==> src/pkg/uepc_pkg.sv <==
`default_nettype none
package uepc_pkg;
  timeunit 1ns;
  timeprecision 1ps;
  // SFR addresses of the endpoint control block.
  localparam logic [7:0] ADDR_FUNCTION_ADDRESS   = 8'h8F;
  localparam logic [7:0] ADDR_DONE_IRQ_ENABLE    = 8'hA2;
  localparam logic [7:0] ADDR_DONE_FLAGS         = 8'hC0;
  localparam logic [7:0] ADDR_ENDPOINT_CONTROL   = 8'hE1;
  localparam logic [7:0] ADDR_ENDPOINT_SELECT    = 8'hF1;
  // Reset values.
  localparam logic [7:0] RST_EP0_CONTROL         = 8'h35;
  localparam logic [7:0] RST_EPN_CONTROL         = 8'h10;
  localparam logic [7:0] RST_ENDPOINT_SELECT     = 8'h80;
  localparam logic [7:0] RST_ZERO                = 8'h00;
  // Endpoint control bit positions.
  localparam int BIT_RX_STALL           = 7;
  localparam int BIT_TX_STALL           = 6;
  localparam int BIT_CONTROL_EP         = 5;
  localparam int BIT_RX_SINGLE_PACKET   = 4;
  localparam int BIT_RX_INPUT_ENABLE    = 3;
  localparam int BIT_RX_ENDPOINT_ENABLE = 2;
  localparam int BIT_TX_OUTPUT_ENABLE   = 1;
  localparam int BIT_TX_ENDPOINT_ENABLE = 0;
  localparam int NUM_EP     = 4;
  localparam int EP_IDX_W   = 2;
  localparam int ADDR_FIELD_W = 7;
  // Token kinds and responses.
  typedef enum logic [1:0] {
    UEPC_TOK_OUT   = 2'h0,
    UEPC_TOK_IN    = 2'h1,
    UEPC_TOK_SETUP = 2'h2
  } uepc_tok_e;
  typedef enum logic [1:0] {
    UEPC_RSP_NONE  = 2'h0,
    UEPC_RSP_ACK   = 2'h1,
    UEPC_RSP_NAK   = 2'h2,
    UEPC_RSP_STALL = 2'h3
  } uepc_rsp_e;
endpackage : uepc_pkg
`default_nettype wire

==> src/pkg/uepc_if.sv <==
`default_nettype none
interface uepc_if (
  input wire logic i_clk,
  input wire logic i_nrst
);
  timeunit 1ns;
  timeprecision 1ps;
  logic                    tok_valid;
  uepc_pkg::uepc_tok_e     tok_kind;
  logic [6:0]              tok_addr;
  logic [1:0]              tok_ep;
  logic                    rsp_valid;
  uepc_pkg::uepc_rsp_e     rsp_code;
  logic                    rsp_write_fifo;
  logic                    rsp_setup;
  modport dev  (input  i_clk, i_nrst, tok_valid, tok_kind, tok_addr, tok_ep,
                output rsp_valid, rsp_code, rsp_write_fifo, rsp_setup);
  modport host (input  i_clk, i_nrst, rsp_valid, rsp_code, rsp_write_fifo, rsp_setup,
                output tok_valid, tok_kind, tok_addr, tok_ep);
endinterface : uepc_if
`default_nettype wire

==> src/verilog/uepc_device.sv <==
`default_nettype none
// What this block does
// - Two-bit index selects endpoint registers
// - Software writes zeros to index bits 6:2
// - Rx stall answers OUT with STALL unless a SETUP is pending
// - Tx stall answers IN with STALL
// - Only control endpoints accept SETUP tokens
// - Single-packet mode allows one buffered packet
// - Control endpoints preferably use single-packet mode
// - Rx input disabled: discard data, NAK
// - Rx endpoint disabled: no OUT/SETUP response
// - Tx output disabled: NAK IN tokens
// - Tx endpoint disabled: no IN response
// - Control resets: ep0 35h, others 10h
// - Seven-bit function address, bit 7 reserved
// - Firmware writes address once at configuration
// - Interrupt enables: odd rx, even tx
// - Enabled done flag raises processor interrupt
// - Done flags hardware-set, software clear/set
module uepc_device (
  uepc_if.dev                bus,
  input  wire logic          i_sfr_wr,
  input  wire logic          i_sfr_rd,
  input  wire logic [7:0]    i_sfr_addr,
  input  wire logic [7:0]    i_sfr_wdata,
  output logic [7:0]         o_sfr_rdata,
  output logic               o_sfr_hit,
  input  wire logic          i_rx_release,
  input  wire logic [3:0]    i_rx_done_evt,
  input  wire logic [3:0]    i_tx_done_evt,
  output logic               o_irq
);
  timeunit 1ns;
  timeprecision 1ps;
  localparam int N = uepc_pkg::NUM_EP;

  // ----------------------------------------------------------------------
  // Registers.
  // ----------------------------------------------------------------------
  logic [7:0]   ctl_r   [N];
  logic [7:0]   ctl_nxt [N];
  logic [1:0]   idx_r, idx_nxt;
  logic         idx7_r, idx7_nxt;
  logic [6:0]   function_address_r, function_address_nxt;
  logic [7:0]   fie_r, fie_nxt;
  logic [7:0]   flg_r, flg_nxt;
  logic [N-1:0] rx_pkts_r, rx_pkts_nxt;
  logic [N-1:0] setup_pend_r, setup_pend_nxt;
  logic         rsp_valid_r, rsp_valid_nxt;
  logic [1:0]   rsp_code_r, rsp_code_nxt;
  logic         rsp_wr_r, rsp_wr_nxt;
  logic         rsp_setup_r, rsp_setup_nxt;

  logic wr_ctl, wr_idx, wr_function_address, wr_fie, wr_flg;
  assign wr_ctl   = i_sfr_wr && (i_sfr_addr == uepc_pkg::ADDR_ENDPOINT_CONTROL);
  assign wr_idx   = i_sfr_wr && (i_sfr_addr == uepc_pkg::ADDR_ENDPOINT_SELECT);
  assign wr_function_address = i_sfr_wr && (i_sfr_addr == uepc_pkg::ADDR_FUNCTION_ADDRESS);
  assign wr_fie   = i_sfr_wr && (i_sfr_addr == uepc_pkg::ADDR_DONE_IRQ_ENABLE);
  assign wr_flg   = i_sfr_wr && (i_sfr_addr == uepc_pkg::ADDR_DONE_FLAGS);

  // ----------------------------------------------------------------------
  // Token decision, combinational from the sampled control bits.
  // ----------------------------------------------------------------------
  logic [7:0] tc;
  logic       tok_take, rx_full;
  logic [1:0] dec_code;
  logic       dec_answer, dec_wr, dec_setup;

  assign tc       = ctl_r[bus.tok_ep];
  assign tok_take = bus.tok_valid && !rsp_valid_r && (bus.tok_addr == function_address_r);

  always_comb begin
    dec_answer = 1'b1;
    dec_code   = uepc_pkg::UEPC_RSP_ACK;
    dec_wr     = 1'b0;
    dec_setup  = 1'b0;
    // Dual mode never reports full; rx_pkts is a one-bit flag per endpoint, used only in single-packet mode.
    rx_full    = rx_pkts_r[bus.tok_ep] && tc[uepc_pkg::BIT_RX_SINGLE_PACKET];
    case (bus.tok_kind)
      uepc_pkg::UEPC_TOK_IN: begin
        if (!tc[uepc_pkg::BIT_TX_ENDPOINT_ENABLE]) begin
          dec_answer = 1'b0;
        end else if (tc[uepc_pkg::BIT_TX_STALL]) begin
          dec_code = uepc_pkg::UEPC_RSP_STALL;
        end else if (!tc[uepc_pkg::BIT_TX_OUTPUT_ENABLE]) begin
          dec_code = uepc_pkg::UEPC_RSP_NAK;
        end
      end
      uepc_pkg::UEPC_TOK_SETUP: begin
        if (!tc[uepc_pkg::BIT_RX_ENDPOINT_ENABLE] || !tc[uepc_pkg::BIT_CONTROL_EP]) begin
          dec_answer = 1'b0;
        end else begin
          // Stall and input enable do not block SETUP.
          dec_wr    = 1'b1;
          dec_setup = 1'b1;
        end
      end
      uepc_pkg::UEPC_TOK_OUT: begin
        if (!tc[uepc_pkg::BIT_RX_ENDPOINT_ENABLE]) begin
          dec_answer = 1'b0;
          // A pending SETUP lifts the stall so the control transfer can finish.
        end else if (tc[uepc_pkg::BIT_RX_STALL] && !setup_pend_r[bus.tok_ep]) begin
          dec_code = uepc_pkg::UEPC_RSP_STALL;
        end else if (!tc[uepc_pkg::BIT_RX_INPUT_ENABLE] || rx_full) begin
          dec_code = uepc_pkg::UEPC_RSP_NAK;
        end else begin
          dec_wr = 1'b1;
        end
      end
      default: begin
        dec_answer = 1'b0;
      end
    endcase
  end

  // ----------------------------------------------------------------------
  // Next-state logic for registers and answer.
  // ----------------------------------------------------------------------
  always_comb begin
    idx_nxt   = idx_r;
    idx7_nxt  = idx7_r;
    function_address_nxt = function_address_r;
    fie_nxt   = fie_r;
    rx_pkts_nxt   = rx_pkts_r;
    setup_pend_nxt = setup_pend_r;
    rsp_valid_nxt = 1'b0;
    rsp_code_nxt  = rsp_code_r;
    rsp_wr_nxt    = 1'b0;
    rsp_setup_nxt = 1'b0;
    for (int e = 0; e < N; e++) begin
      ctl_nxt[e] = ctl_r[e];
    end
    if (wr_idx) begin
      idx_nxt  = i_sfr_wdata[uepc_pkg::EP_IDX_W-1:0];
      idx7_nxt = i_sfr_wdata[7];
    end
    if (wr_ctl) begin
      ctl_nxt[idx_r] = i_sfr_wdata;
    end
    if (wr_function_address) begin
      function_address_nxt = i_sfr_wdata[uepc_pkg::ADDR_FIELD_W-1:0];
    end
    if (wr_fie) begin
      fie_nxt = i_sfr_wdata;
    end
    if (i_rx_release) begin
      // Releasing the packet also retires the SETUP that it carried.
      rx_pkts_nxt[idx_r] = 1'b0;
      setup_pend_nxt[idx_r] = 1'b0;
    end
    if (tok_take && dec_answer) begin
      rsp_valid_nxt = 1'b1;
      rsp_code_nxt  = dec_code;
      rsp_wr_nxt    = dec_wr;
      rsp_setup_nxt = dec_setup;
      if (dec_wr) begin
        rx_pkts_nxt[bus.tok_ep] = 1'b1;
      end
      if (dec_setup) begin
        setup_pend_nxt[bus.tok_ep] = 1'b1;
      end
    end
  end

  // Done flags: hardware set wins over a software write in the same cycle.
  genvar g;
  for (g = 0; g < N; g++) begin : g_flag
    always_comb begin
      flg_nxt[2*g+1] = (wr_flg ? i_sfr_wdata[2*g+1] : flg_r[2*g+1])
                       || i_rx_done_evt[g];
      flg_nxt[2*g]   = (wr_flg ? i_sfr_wdata[2*g] : flg_r[2*g])
                       || i_tx_done_evt[g];
    end
  end

  always_ff @(posedge bus.i_clk or negedge bus.i_nrst) begin
    if (!bus.i_nrst) begin
      ctl_r[0] <= uepc_pkg::RST_EP0_CONTROL;
      for (int e = 1; e < N; e++) begin
        ctl_r[e] <= uepc_pkg::RST_EPN_CONTROL;
      end
      idx_r       <= uepc_pkg::RST_ENDPOINT_SELECT[1:0];
      idx7_r      <= uepc_pkg::RST_ENDPOINT_SELECT[7];
      function_address_r     <= uepc_pkg::RST_ZERO[6:0];
      fie_r       <= uepc_pkg::RST_ZERO;
      flg_r       <= uepc_pkg::RST_ZERO;
      rx_pkts_r   <= '0;
      setup_pend_r <= '0;
      rsp_valid_r <= 1'b0;
      rsp_code_r  <= 2'h0;
      rsp_wr_r    <= 1'b0;
      rsp_setup_r <= 1'b0;
    end else begin
      for (int e = 0; e < N; e++) begin
        ctl_r[e] <= ctl_nxt[e];
      end
      idx_r       <= idx_nxt;
      idx7_r      <= idx7_nxt;
      function_address_r     <= function_address_nxt;
      fie_r       <= fie_nxt;
      flg_r       <= flg_nxt;
      rx_pkts_r   <= rx_pkts_nxt;
      setup_pend_r <= setup_pend_nxt;
      rsp_valid_r <= rsp_valid_nxt;
      rsp_code_r  <= rsp_code_nxt;
      rsp_wr_r    <= rsp_wr_nxt;
      rsp_setup_r <= rsp_setup_nxt;
    end
  end

  // ----------------------------------------------------------------------
  // Read path and outputs.
  // ----------------------------------------------------------------------
  always_comb begin
    o_sfr_rdata = 8'h00;
    o_sfr_hit   = 1'b1;
    case (i_sfr_addr)
      uepc_pkg::ADDR_ENDPOINT_CONTROL: o_sfr_rdata = ctl_r[idx_r];
      uepc_pkg::ADDR_ENDPOINT_SELECT:  o_sfr_rdata = {idx7_r, 5'h00, idx_r};
      uepc_pkg::ADDR_FUNCTION_ADDRESS: o_sfr_rdata = {1'b0, function_address_r};
      uepc_pkg::ADDR_DONE_IRQ_ENABLE:  o_sfr_rdata = fie_r;
      uepc_pkg::ADDR_DONE_FLAGS:       o_sfr_rdata = flg_r;
      default:                         o_sfr_hit   = 1'b0;
    endcase
    if (!i_sfr_rd) begin
      o_sfr_rdata = 8'h00;
    end
  end

  assign o_irq              = |(flg_r & fie_r);
  assign bus.rsp_valid      = rsp_valid_r;
  assign bus.rsp_code       = uepc_pkg::uepc_rsp_e'(rsp_code_r);
  assign bus.rsp_write_fifo = rsp_wr_r;
  assign bus.rsp_setup      = rsp_setup_r;
endmodule : uepc_device
`default_nettype wire

==> src/flat_wrapper.sv <==
// flat-port wrapper written by rule: the top's interface ports become plain ports
module uepc_device_flat 
  (i_sfr_wr, i_sfr_rd, i_sfr_addr, i_sfr_wdata, o_sfr_rdata, o_sfr_hit, i_rx_release, i_rx_done_evt, i_tx_done_evt, o_irq, i_clk, i_nrst, bus_tok_valid, bus_tok_kind, bus_tok_addr, bus_tok_ep, bus_rsp_valid, bus_rsp_code, bus_rsp_write_fifo, bus_rsp_setup);
  uepc_if bus_i (.i_clk(i_clk), .i_nrst(i_nrst));
  input  wire logic i_sfr_wr;
  input  wire logic i_sfr_rd;
  input  wire logic [7:0] i_sfr_addr;
  input  wire logic [7:0] i_sfr_wdata;
  output logic [7:0] o_sfr_rdata;
  output logic o_sfr_hit;
  input  wire logic i_rx_release;
  input  wire logic [3:0] i_rx_done_evt;
  input  wire logic [3:0] i_tx_done_evt;
  output logic o_irq;
  input wire logic i_clk;
  input wire logic i_nrst;
  input wire logic [$bits(bus_i.tok_valid)-1:0] bus_tok_valid;
  input wire logic [$bits(bus_i.tok_kind)-1:0] bus_tok_kind;
  input wire logic [$bits(bus_i.tok_addr)-1:0] bus_tok_addr;
  input wire logic [$bits(bus_i.tok_ep)-1:0] bus_tok_ep;
  output wire logic [$bits(bus_i.rsp_valid)-1:0] bus_rsp_valid;
  output wire logic [$bits(bus_i.rsp_code)-1:0] bus_rsp_code;
  output wire logic [$bits(bus_i.rsp_write_fifo)-1:0] bus_rsp_write_fifo;
  output wire logic [$bits(bus_i.rsp_setup)-1:0] bus_rsp_setup;
  assign bus_i.tok_valid = bus_tok_valid;
  assign bus_i.tok_kind = bus_tok_kind;
  assign bus_i.tok_addr = bus_tok_addr;
  assign bus_i.tok_ep = bus_tok_ep;
  assign bus_rsp_valid = bus_i.rsp_valid;
  assign bus_rsp_code = bus_i.rsp_code;
  assign bus_rsp_write_fifo = bus_i.rsp_write_fifo;
  assign bus_rsp_setup = bus_i.rsp_setup;
  uepc_device u_core (.bus(bus_i), .i_sfr_wr(i_sfr_wr), .i_sfr_rd(i_sfr_rd), .i_sfr_addr(i_sfr_addr), .i_sfr_wdata(i_sfr_wdata), .o_sfr_rdata(o_sfr_rdata), .o_sfr_hit(o_sfr_hit), .i_rx_release(i_rx_release), .i_rx_done_evt(i_rx_done_evt), .i_tx_done_evt(i_tx_done_evt), .o_irq(o_irq));
endmodule
==> config.mk <==
export PLATFORM = sky130hd
export DESIGN_NAME = uepc_device_flat
export DESIGN_NICKNAME = d
export VERILOG_FILES = /design/src/pkg/uepc_pkg.sv /design/src/pkg/uepc_if.sv /design/src/verilog/uepc_device.sv /design/src/flat_wrapper.sv
export SDC_FILE = /design/constraint.sdc
export NUM_CORES = 1
export LEC_CHECK = 0
export BUFFER_PORTS_ARGS = -buffer_cell sky130_fd_sc_hd__buf_2
export CORE_AREA = 2 2 95 97
export CTS_CLUSTER_DIAMETER = 200
export DETAILED_ROUTE_END_ITERATION = 6
export DIE_AREA = 0 0 97 99
export GPL_ROUTABILITY_DRIVEN = 0
export PLACE_DENSITY = 0.67
export SYNTH_ARGS = -nofsm -noshare
export SYNTH_HDL_FRONTEND = slang
export SYNTH_SLANG_ARGS = --single-unit
==> constraint.sdc <==
create_clock -name i_clk -period 3.4 [get_ports i_clk]
set_clock_uncertainty 0.2 [all_clocks]
set_input_delay 1.02 -clock i_clk [delete_from_list [all_inputs] [get_ports i_clk]]
set_output_delay 1.02 -clock i_clk [all_outputs]
set_load 0.02 [all_outputs]
==> out/qor.yml <==
cap_violations: 0
finalNetCount: 444
yosys.area.top_type: "dfrtp_1"
grt_pass1_vias: 3180
grt_overflow: 0
firstDrtPassIters: 4
cts.sinks: 71
cp_max_fo: 4
synth-async-reset-ratio_pct: 100
setup.worst_path.start: "i_sfr_addr[1]"
grt_usage_pct: 21.5
grt_antenna_before_repair: 0
stdcell_area_sq_um: 4850
wl_per_cell_um: 19.0
p_per_area_nw_per_um2: 376
grt_pass1_wl_mm: 16.2
status: "complete, but fails checks"
io_pins: 56
critPathMostFrequentCell: "buf_6"
dieHeight_um: 99
port_buffers: 55
viasPerCell: 5.65
syn_avg_cell_area_sq_um: 12.2
cp_slowest_stage_delay_ns: 0.57
max_slew.worst_pin.slew_ns: 0.457
hp-class: "reg -> reg"
drc_errors: 0
synth_cells: 312
num_vias: 2914
die_w_um: 97
synth_ff_type: "dfrtp_1"
drt_iter0_drc: 85
core-area_sq_um: 8550
cp.required_ns: 2.18
whs_ns: 0.302
antenna_left: 0
hold_violations: 0
initial_utilization_pct: 44.6
min_from: "u_core.setup_pend_r[1]"
grt_setup_unrepaired: "yes"
syn-num-nets: 353
place_area_sq_um: 4500
ys_seq_area_share_pct: 46.9
synth_top_cell_area_share_pct: 41.3
path_clk_slew_ns: 0.07
grt_max_degree: 29
cts_buffers: 9
final_layout_size_suffix_gt1_share_pct: 51.5
cts_tree: "yes"
setup.worst_path.start_class: "input pin"
totalWireLength_mm: 9.79
htree_num_levels: 3
dpl.hpwl_mm: 7.46
slew_viol_final: 0
worst_path_max_delay_cell: "or4b_4"
period_share_pct: 110
path_class: "in -> out"
r2r_start: "u_core.function_address_r[0]"
violations: "setup timing"
p_leak_nw: 2.19
setup_violations: 9
ir_worst_vdd_mv: 0.175
synth_warnings: 0
clockBufferDepth: 2
die_area_sq_um: 9600
finalCriticalPeriod_ns: 3.74
cp-end-kind: "output pin"
max_freq_mhz: 267
synth_area_leaders: "dfrtp_1 41%, mux2_2 15%, mux4_2 8.3%, dfstp_2 5.5%, nand2_1 2.9%"
synth_cell_types: 51
syn_area_sq_um: 3810
n_antenna_cell: 0
path_cells: "buf_6, or4b_4, nor4_4, buf_4, a32oi_1, o21ai_1, and2_4, buf_6"
clk_latency_ns: 0.34
cts-root-buf: "clkbuf_8"
maxSlewHeadroom_pct: 69.3
rows: 34
ys_ff_latch: 71
setup_ws_ns: -0.340
synth_edf_count: 0
area_growth_pct: 27.3
cp_data_arrival_time_ns: 2.52
==> cell families after synthesis <==
group | synth area share, %
compound gates | 10.5
xor+xnor | 1.61
buf+inv | 2.59
flops | 46.9
mux | 24.4
simple gates | 14.1
==> cell usage after synthesis, drive strengths merged, types with 7 or more instances <==
master	instances
dfstp	8
a22oi	12
a22o	7
o21ai	9
a211o	9
dfrtp	63
inv	12
mux4	14
nand2	29
nor2	14
mux2	52
==> placed cells by master, fill, tap and decap left out, types with 3 or more instances in the layout <==
cell type,netlist,final
a211o_1,9,9
a21boi_4,0,4
a22o_1,7,7
a22oi_1,12,9
a22oi_2,0,3
and2_4,0,3
buf_2,4,44
buf_4,0,36
buf_6,1,11
clkbuf_8,0,11
dfrtp_1,63,63
dfstp_2,8,8
inv_1,12,12
mux2_2,51,51
mux2i_1,3,3
mux4_2,14,14
nand2_1,29,25
nand2_4,0,3
nand2b_1,5,5
nand3_1,4,4
nor2_1,12,12
nor2b_1,6,6
nor3_1,4,3
o21ai_0,9,6
o31ai_1,5,5
xnor2_1,6,6
==> registers in the layout, indices dropped and copies added, names as in the netlist <==
signal / flops
u_core.rx_pkts_r: 4
u_core.bus.rsp_setup: 1
u_core.idx_r: 2
u_core.setup_pend_r: 4
u_core.idx7_r: 1
u_core.bus.rsp_valid: 1
u_core.bus.rsp_write_fifo: 1
u_core.flg_r: 8
u_core.bus.rsp_code: 2
u_core.function_address_r: 7
u_core.ctl_r: 32
u_core.fie_r: 8
==> per-stage QoR <==
step / utilization, % / setup slack (ns) / TNS [ns] / cells / power [mW]
after floorplan: - / -0.135 / -0.923 / 312 / 0.974
after global placement: 52.6 / -0.374 / -2.83 / 498 / 1.07
after detailed placement: 52.6 / -0.388 / -2.94 / 498 / 1.07
after CTS: 56.2 / -0.327 / -2.52 / 515 / 1.84
after global routing: 56.8 / -0.400 / -3.10 / 516 / 1.90
final: 56.8 / -0.340 / -2.58 / 516 / 1.82
==> metal layers <==
metal  vias to the layer above  global-route usage, %  share of wire [%]
li1                       1341                      -                  -
met1                      1472                   28.1                 44
met2                        85                   35.2                 48
met3                        16                   6.17                5.9
met4                         0                   6.39                2.0
met5                         -                      0                  0
==> worst max-delay path: cells and delay by family <==
family	cells	cell delay, ns
AO/OA/AOI/OAI	2	0.15
AND/OR/NAND/NOR	3	0.96
buffers and inverters	3	0.39
==> cell type report <==
cell class	instances	area (sq um)
fill	708	3700
multi-input combinational	218	2040
sequential	71	1790
timing repair buffer	91	614
clock buffer	11	151
tap	108	135
clock inverter	5	80.1
inverter	12	45.0
==> worst paths after layout <==
check	end	slack, ns	cells past startpoint
worst min register to register	u_core.setup_pend_r[1]	0.30	2
worst max register to register	u_core.setup_pend_r[2]	1.03	5
max in group asynchronous	u_core.ctl_r[24]	1.85	2
min in group asynchronous	u_core.flg_r[3]	0.40	1
worst max-delay path	o_sfr_rdata[7]	-0.34	8
worst min-delay path	u_core.setup_pend_r[1]	0.30	2
==> report_power, final <==
group / internal, mW / switching, mW
Sequential: 0.862 / 0.0153
Combinational: 0.0809 / 0.0995
Clock: 0.452 / 0.314
Total: 1.39 / 0.429
==> repair_timing <==
item | in CTS | in global routing
setup endpoints to repair | 9 | 9
setup buffers | 1 | 1
hold buffers | 0 | 0
endpoints found under the hold margin | 0 | 0
pin swaps | 3 | 3
gates resized for setup | 23 | 9
gates cloned | 0 | 0
No activity file was read; power rests on OpenSTA's default activity.
